<file path="src/include/tbd_pkg.sv">
package tbd_pkg;
  // ----------------------------------------
  // Limits and widths
  // ----------------------------------------
  localparam int unsigned TBD_ID_W = 8;
  localparam int unsigned TBD_NAK_CNT_W = 8;
  localparam logic [7:0] TBD_NAK_LIMIT_LONG = 8'h80;
  localparam logic [7:0] TBD_NAK_LIMIT_SHORT = 8'h04;
  localparam logic [7:0] TBD_NEXT_ID_RST = 8'h00;
  // Host mapping wait, kept for reference by software models
  localparam int unsigned TBD_MAP_WAIT_MS = 840;
  // Event detector states
  typedef enum logic [1:0] {
    TBD_TENT_IDLE,
    TBD_TENT_ARMED,
    TBD_TENT_DONE
  } tbd_tent_t;
endpackage

</file>
<file path="src/include/tbd_evt_if.sv">
`timescale 1ns/1ps
interface tbd_evt_if;
  logic [4:0] evt_set;
  logic [4:0] evt_clr;
  logic [4:0] flags;
  logic irq;
  modport core (output evt_set, output evt_clr, input flags, input irq);
  modport unit (input evt_set, input evt_clr, output flags, output irq);
endinterface

</file>
<file path="src/hw/tbd_irq_unit.sv">
`timescale 1ns/1ps
module tbd_irq_unit (
  // Clock and reset
  input wire logic clk,
  input wire logic rst,
  // Event carrier
  tbd_evt_if.unit ev
);
  logic [4:0] flag_q;
  logic [4:0] flag_d;

  // ----------------------------------------
  // Sticky flags, set wins over clear
  // ----------------------------------------
  assign flag_d = (flag_q & ~ev.evt_clr) | ev.evt_set;
  assign ev.flags = flag_q;
  // Level interrupt held while any flag stands
  assign ev.irq = |flag_q;

  // Flag register
  always_ff @(posedge clk) begin
    if (rst) begin
      flag_q <= 5'h00;
    end else begin
      flag_q <= flag_d;
    end
  end
endmodule

</file>
<file path="src/hw/tbd_diag.sv">
`timescale 1ns/1ps
// Summary of operation
// - Unanswered enquiry count reaching limit sets excess flag and interrupt; default 128.
// - Short-limit input drops the enquiry limit to four retries.
// - Enquiries keep going after the excess event until host aborts or retries.
// - Clear-flags command clears the excess flag; the interrupt drops only once no receive or transmit flag stands.
// - On network, own transmit after token receipt sets duplicate-ID flag.
// - Reading diagnostic status clears the duplicate-ID flag.
// - Tentative ID seen active during the next rotation sets tentative flag.
// - Successor node is never reported by the tentative detector.
// - Every successor register update raises the successor-changed event.
// - Successor register updates on mini and full reconfiguration.
// - Successor register is readable by the host.
// - One shared interrupt from receive, transmit, excess, reconfig, successor change.
module tbd_diag (
  // Clock and reset
  input wire logic clk,
  input wire logic rst,
  // Setup and host commands
  input wire logic short_nak_limit,
  input wire logic cmd_clear_flags,
  input wire logic cmd_disable_tx,
  input wire logic cmd_clear_rx,
  input wire logic cmd_clear_tx,
  input wire logic diag_status_rd,
  input wire logic tentative_id_wr,
  input wire logic [tbd_pkg::TBD_ID_W-1:0] tentative_id_data,
  // Protocol engine events, same clock
  input wire logic tx_pending,
  input wire logic free_buffer_enquiry,
  input wire logic enquiry_answered,
  input wire logic on_network,
  input wire logic token_received,
  input wire logic own_tx_seen,
  input wire logic rotation_mark,
  input wire logic rx_activity,
  input wire logic [tbd_pkg::TBD_ID_W-1:0] rx_source_id,
  input wire logic recon_mini,
  input wire logic recon_full,
  input wire logic [tbd_pkg::TBD_ID_W-1:0] new_successor_id,
  input wire logic packet_received,
  input wire logic tx_done,
  // Status outputs
  output logic excess_nak_flag,
  output logic duplicate_id_flag,
  output logic tentative_id_flag,
  output logic successor_changed,
  output logic receiver_inhibited,
  output logic transmitter_available,
  output logic recon_flag,
  output logic [tbd_pkg::TBD_ID_W-1:0] next_id,
  output logic irq
);
  import tbd_pkg::*;

  tbd_evt_if ev ();

  logic [TBD_NAK_CNT_W-1:0] nak_cnt_q;
  logic [TBD_NAK_CNT_W-1:0] nak_cnt_d;
  logic nak_fired_q;
  logic dup_q;
  logic dup_armed_q;
  logic tent_flag_q;
  tbd_tent_t tent_st_q;
  tbd_tent_t tent_st_d;
  logic [TBD_ID_W-1:0] tent_id_q;
  logic [TBD_ID_W-1:0] next_id_q;
  logic recon_any;
  logic succ_upd;

  // ----------------------------------------
  // Excess negative acknowledge counting
  // ----------------------------------------
  // Compare against the limit minus one so the event lands on the limit-th miss
  wire [TBD_NAK_CNT_W-1:0] nak_limit =
    short_nak_limit ? TBD_NAK_LIMIT_SHORT : TBD_NAK_LIMIT_LONG;
  wire nak_miss = free_buffer_enquiry && !enquiry_answered;
  wire nak_hit = nak_miss && !nak_fired_q &&
    (nak_cnt_q == nak_limit - 8'h01);
  // Count never stalls enquiries; the engine keeps asking until host acts
  wire nak_reset = !tx_pending || cmd_disable_tx || enquiry_answered;
  assign nak_cnt_d = nak_reset ? '0 :
    (nak_miss && !nak_fired_q) ? nak_cnt_q + 8'h01 : nak_cnt_q;

  // Counter and one-shot guard per transmission
  always_ff @(posedge clk) begin
    if (rst) begin
      nak_cnt_q <= '0;
      nak_fired_q <= 1'b0;
    end else begin
      nak_cnt_q <= nak_cnt_d;
      nak_fired_q <= nak_reset ? 1'b0 : (nak_fired_q | nak_hit);
    end
  end

  // ----------------------------------------
  // Duplicate-ID detection
  // ----------------------------------------
  wire dup_set = on_network && dup_armed_q && own_tx_seen;

  // Arm on token, flag on own activity; a read clears but a new set wins
  always_ff @(posedge clk) begin
    if (rst) begin
      dup_armed_q <= 1'b0;
      dup_q <= 1'b0;
    end else begin
      dup_armed_q <= token_received | (dup_armed_q & ~own_tx_seen);
      dup_q <= dup_set | (dup_q & ~diag_status_rd);
    end
  end

  // ----------------------------------------
  // Tentative-ID detection
  // ----------------------------------------
  // Successor cannot be heard while we send it the token, so never match it
  wire tent_match = rx_activity && (rx_source_id == tent_id_q) &&
    (tent_id_q != next_id_q);

  always_comb begin
    tent_st_d = tent_st_q;
    unique case (tent_st_q)
      TBD_TENT_IDLE: begin
        if (rotation_mark) begin
          tent_st_d = TBD_TENT_ARMED;
        end
      end
      TBD_TENT_ARMED: begin
        if (rotation_mark) begin
          tent_st_d = TBD_TENT_DONE;
        end
      end
      TBD_TENT_DONE: begin
        tent_st_d = TBD_TENT_DONE;
      end
    endcase
    if (tentative_id_wr) begin
      tent_st_d = TBD_TENT_IDLE;
    end
  end

  // Window opens at next rotation start, shuts one rotation later
  wire tent_window = (tent_st_q == TBD_TENT_ARMED) ||
    (tent_st_q == TBD_TENT_IDLE && rotation_mark);

  always_ff @(posedge clk) begin
    if (rst) begin
      tent_st_q <= TBD_TENT_IDLE;
      tent_id_q <= '0;
      tent_flag_q <= 1'b0;
    end else begin
      tent_st_q <= tent_st_d;
      if (tentative_id_wr) begin
        tent_id_q <= tentative_id_data;
        tent_flag_q <= 1'b0;
      end else if (tent_window && tent_match) begin
        tent_flag_q <= 1'b1;
      end
    end
  end

  // ----------------------------------------
  // Successor register
  // ----------------------------------------
  assign recon_any = recon_mini | recon_full;
  assign succ_upd = recon_any;

  always_ff @(posedge clk) begin
    if (rst) begin
      next_id_q <= TBD_NEXT_ID_RST;
    end else if (succ_upd) begin
      next_id_q <= new_successor_id;
    end
  end

  // ----------------------------------------
  // Shared event flags
  // ----------------------------------------
  // Bit order: receive, transmit, excess, reconfig, successor change
  assign ev.evt_set = {succ_upd, recon_any, nak_hit, tx_done, packet_received};
  assign ev.evt_clr = {cmd_clear_flags, cmd_clear_flags, cmd_clear_flags,
    cmd_clear_tx, cmd_clear_rx};

  tbd_irq_unit u_irq (
    .clk (clk),
    .rst (rst),
    .ev (ev.unit)
  );

  // ----------------------------------------
  // Outputs
  // ----------------------------------------
  assign receiver_inhibited = ev.flags[0];
  assign transmitter_available = ev.flags[1];
  assign excess_nak_flag = ev.flags[2];
  assign recon_flag = ev.flags[3];
  assign successor_changed = ev.flags[4];
  assign duplicate_id_flag = dup_q;
  assign tentative_id_flag = tent_flag_q;
  assign next_id = next_id_q;
  assign irq = ev.irq;
endmodule

</file>
<file path="config.mk">
export PLATFORM = sky130hd
export DESIGN_NAME = tbd_diag
export DESIGN_NICKNAME = d
export VERILOG_FILES = /design/src/include/tbd_pkg.sv /design/src/include/tbd_evt_if.sv /design/src/hw/tbd_irq_unit.sv /design/src/hw/tbd_diag.sv
export SDC_FILE = /design/constraint.sdc
export NUM_CORES = 1
export LEC_CHECK = 0
export ABC_AREA = 0
export BUFFER_PORTS_ARGS = -buffer_cell sky130_fd_sc_hd__buf_2
export CAP_MARGIN = 20
export CORE_MARGIN = 1
export CORE_UTILIZATION = 45
export CTS_CLUSTER_DIAMETER = 150
export DETAILED_ROUTE_END_ITERATION = 7
export PLACE_DENSITY = 0.82
export SLEW_MARGIN = 20
export SYNTH_ARGS = -nofsm -noshare
export SYNTH_HDL_FRONTEND = slang
export SYNTH_SLANG_ARGS = --single-unit
export TNS_END_PERCENT = 10
</file>
<file path="constraint.sdc">
create_clock -name clk -period 2.05 [get_ports clk]
set_clock_uncertainty 0.15 [all_clocks]
set_input_delay 0.41 -clock clk [delete_from_list [all_inputs] [get_ports clk]]
set_output_delay 0.41 -clock clk [all_outputs]
set_load 0.05 [all_outputs]
</file>
# Word-level counts from Yosys, hierarchy flattened

Cells that the tools add are included.

Flip-flop bits (word level): 35
Bits of input ports: 45
Output and inout bits: 16

Add/subtract/negate cells: 2
Equality and inequality tests: 7
Multiplexer cells: 4
Bitwise operators: 11
Reductions and logical operators: 20

Operators by type and width:

| cell                                                                  | number |
|---|---|
| 8-bit equality test                                                   | 2 |
| 1-bit logical AND                                                     | 9 |
| 8-bit by 1-bit adder with 8-bit output, second input constant         | 1 |
| 8-bit 2-to-1 mux                                                      | 1 |
| 8-bit inequality test                                                 | 1 |
| 8-bit by 1-bit subtractor with 8-bit output, second input constant    | 1 |
| 2-bit case mux with 3 select lines                                    | 1 |
| 5-bit AND                                                             | 1 |
| 5-bit NOT                                                             | 1 |
| 5-bit bitwise OR                                                      | 1 |
| 5-bit OR reduction                                                    | 1 |
| 2-bit 2-to-1 mux                                                      | 2 |
| 2-bit inequality test, second input constant                          | 2 |
| 1-bit bitwise OR                                                      | 4 |
| 2-bit OR reduction                                                    | 2 |
| 1-bit logical NOT                                                     | 3 |
| 1-bit logical OR                                                      | 3 |
| 1-bit AND                                                             | 2 |
| 2-bit by 1-bit equality test with 1-bit output, second input constant | 1 |
| 2-bit equality test, second input constant                            | 1 |
| 2-bit logical NOT                                                     | 1 |
| 1-bit NOT                                                             | 2 |
| 2-bit AND reduction                                                   | 1 |

# Depth between registers and ports, before layout

Depth after elaboration: 5
Depth in mapped cells: 6

# Cells and area by module

Synthesis repeated with hierarchy kept, for this count alone.

Cell total of the unflattened synthesis: 175
Area, all modules: 1567.8 um^2

Modules (own cells, without submodules):

| module       | instances | cells each | area an instance (um^2) |
|---|---|---|---|
| tbd_diag     | 1         | 152        | 1380.1 |
| tbd_irq_unit | 1         | 23         | 187.7 |

# Worst setup path after synthesis

No wires, ideal clock.

Path kind: reg2out
Start: register u_irq.flag_q[1], in the netlist u_irq.ev.flags[1]
End: output irq
Arrival time: 1109 ps
Path slack: 381 ps
Stages on the path, launching flop included: 3
Cell sequence: dfxtp_1 nor3_1 nand2_1

Cells in the longest elaborated chain, start to end: 1

Ends and longest elaborated chain:

| item                   | line               | text |
|---|---|---|
| start, declared        | tbd_irq_unit.sv:9  | `logic [4:0] flag_q;` |
| start signal, assigned | tbd_irq_unit.sv:25 | `flag_q <= flag_d;` |
| 5-bit OR reduction     | tbd_irq_unit.sv:18 | `assign ev.irq = \|flag_q;` |
| end, declared          | tbd_diag.sv:52     | `output logic irq` |

No other way between the ends.

# Worst setup path after layout

Same ends and word-level chain as after synthesis.

==> flow_summary.ini <==
[status]
status = complete, no violations

[drt]
viasPerCell = 4.87
routedWlPerCell_um = 11.3
drt_iter0_drc = 44
drc = 0
drtAntennaViolNets = 0
first_pass_iters = 6
drt_wl_total_um = 3260
vias = 1407

[global_route]
track_usage = 0.194
grt_max_degree = 26
grt_overflow = 0
grt_pass1_wl_um = 5240
antenna_found_initial = 0
grt_pass1_vias = 1227

[logic_synthesis]
postSynth.asyncResetShare = 0
synth.net_count = 227
synthCells = 179
synth-edff-count = 0
ys_seq_area_frac = 0.447
synth.avg_cell_area_um2 = 8.75
synthTopCellsByArea = dfxtp_1, xnor2_1, a21oi_1, nand2_1, nor2_1
synth.most_common_cell = dfxtp_1
synth_cell_types = 31
synthTopCellsByCount = dfxtp_1, nand2_1, a21oi_1, nor2_1, xnor2_1
yosysTopAreaCellShare = 0.447
syn_area_um2 = 1570
ys_warn_count = 0
yosysTopAreaCell = dfxtp_1
ys.flop_type = dfxtp_1
ys_ff_latch = 35

[setup_path]
cp_cell_sequence = nor3_1 -> nand2_1 -> buf_2
worstSetupStartpointType = flop
path_delay_family = flip-flops
end_kind = primary output
cpMaxStageDelayCell = dfxtp_1
cp_max_fo = 3
crit_type = flop to primary output
cpPeakStageDelay_ps = 340
arrival_ps = 1130
timing.critical_path.required_ps = 1490
cp.buffers_inverters = 1

[clocking]
clk_pin_slew_ps = 100
post-cts-setup-buffers = 0
cts_max_level = 2
cts_sinks = 35
ctsHoldBuffers = 0
insertion_delay_ps = 330
cts_buffer_depth = 2
numCtsBuffers = 5
tritoncts = built
cts-root-buf = clkbuf_4
cts_resized = 0

[sta]
slew_violations = 0
clock.fmax_mhz = 593
final.period_utilization = 0.822
hold_ws_ps = 128
postLayoutSetupSlackWorst_ps = 364
final.min_clock_period_ps = 1690
fin_setup_tns_ps = 0
relSlewSlack = 0.787
finalHoldViolCount = 0
rsz0062_at_grt = no
worst_pin_slew_ps = 319
setup_viol = 0

[final_layout]
diodes = 0
drive_above_1_share = 0.309
fin_cells = 289
fillers = 332
final_cell_area_um2 = 1970
area_delta_synth_final_pct = 26.0
finalNetCount = 290
utilization = 0.591

[floorplanning]
die_area_um2 = 3720
rows = 21
io_pins = 61
initial_core_util = 0.469
die_w_um = 61
core_area_um2 = 3340
die_h_um = 61

[place]
hpwlAfterDp_um = 2540
port_buffers = 60
gp_congestion = 0.844
placedCellCount = 281
postPlaceCellArea_um2 = 1920
dp_slack_ps = 349

[run]
cap_violations = 0

[power_and_ir_drop]
power.density_cell_area_nw_per_um2 = 674
power.total_mw = 1.33
vdd_drop_max_mv = 0.462
p_leak_nw = 0.877

[min_path]
hold_path_class = input port to flop
## cell families after synthesis
group,share of synthesized area
multiplexers,0.0511
flip-flops,0.447
XOR/XNOR,0.117
AND/OR/NAND/NOR,0.238
adder cells (fa/ha/maj),0.0240
buffers and inverters,0.0295
AO/OA/AOI/OAI,0.0927
## worst reg2reg max path: cells and delay by family (launching register included)
family             cells  cell delay, ps
AOI/OAI and AO/OA      2             260
DFF                    1             370
and+or+nand+nor        2             720
## layer usage
| metal | global-route usage | vias to the layer above | part of all wire |
|---|---|---|---|
| met5 | 0 | - | 0 |
| met4 | 0.0974 | 0 | 0.021 |
| met3 | 0.0469 | 8 | 0.050 |
| met2 | 0.322 | 38 | 0.47 |
| met1 | 0.235 | 637 | 0.46 |
| li1 | - | 724 | - |
## where the power goes
group | switching, mW | internal (mW)
logic | 0.135 | 0.0962
registers | 0.0262 | 0.708
clock network | 0.233 | 0.131
total | 0.394 | 0.935
## path summary, 6_finish.rpt
path | from | endpoint | slack [ps] | depth (start not counted)
worst min register to register | tentative_id_flag | tentative_id_flag | 310 | 2
worst min-delay path | tx_done | u_irq.ev.flags[1] | 130 | 3
worst max-delay path | u_irq.ev.flags[1] | irq | 360 | 3
worst max register to register | nak_cnt_q[2] | nak_fired_q | 490 | 4
## layout make-up
class	instances	area [um2]	area share
clock buffer	5	37.5	0.0190
clock inverter	3	20.0	0.0101
inverter	6	22.5	0.0114
multi-input combinational	132	820	0.415
sequential	35	701	0.355
tap	46	57.6	0.0292
timing repair buffer	62	315	0.160
## flip-flops by register name (all words and copies together), names as in the netlist
register / count
duplicate_id_flag: 1
u_irq.ev.flags: 5
dup_armed_q: 1
nak_fired_q: 1
tent_st_q: 2
nak_cnt_q: 8
next_id: 8
tentative_id_flag: 1
tent_id_q: 8
## cells in the final DEF (no fill, tap or decap)
master | synthesis | final
nor4_1 | 1 | 1
nand3_1 | 2 | 2
mux2i_1 | 8 | 8
dfxtp_1 | 35 | 35
inv_1 | 6 | 6
or4_1 | 1 | 1
nand2_1 | 24 | 24
clkbuf_4 | 0 | 5
nor2_1 | 22 | 22
nand4_1 | 3 | 3
or3_1 | 2 | 2
ha_1 | 3 | 3
or3b_4 | 1 | 1
a21oi_1 | 22 | 22
nand2b_1 | 4 | 4
nor3b_2 | 1 | 1
xor2_1 | 8 | 8
nor3_1 | 4 | 4
o21ai_1 | 1 | 1
or4b_1 | 1 | 1
nor3b_1 | 1 | 1
clkinv_2 | 0 | 1
xnor2_1 | 13 | 13
nor4_4 | 1 | 1
buf_2 | 1 | 60
nand4bb_1 | 1 | 1
clkinvlp_4 | 0 | 2
o21ai_0 | 3 | 3
buf_4 | 0 | 2
o21bai_1 | 1 | 1
nor4b_1 | 1 | 1
or2_2 | 1 | 1
or4_4 | 1 | 1
o31ai_1 | 1 | 1
(Power assumes the default switching activity.)
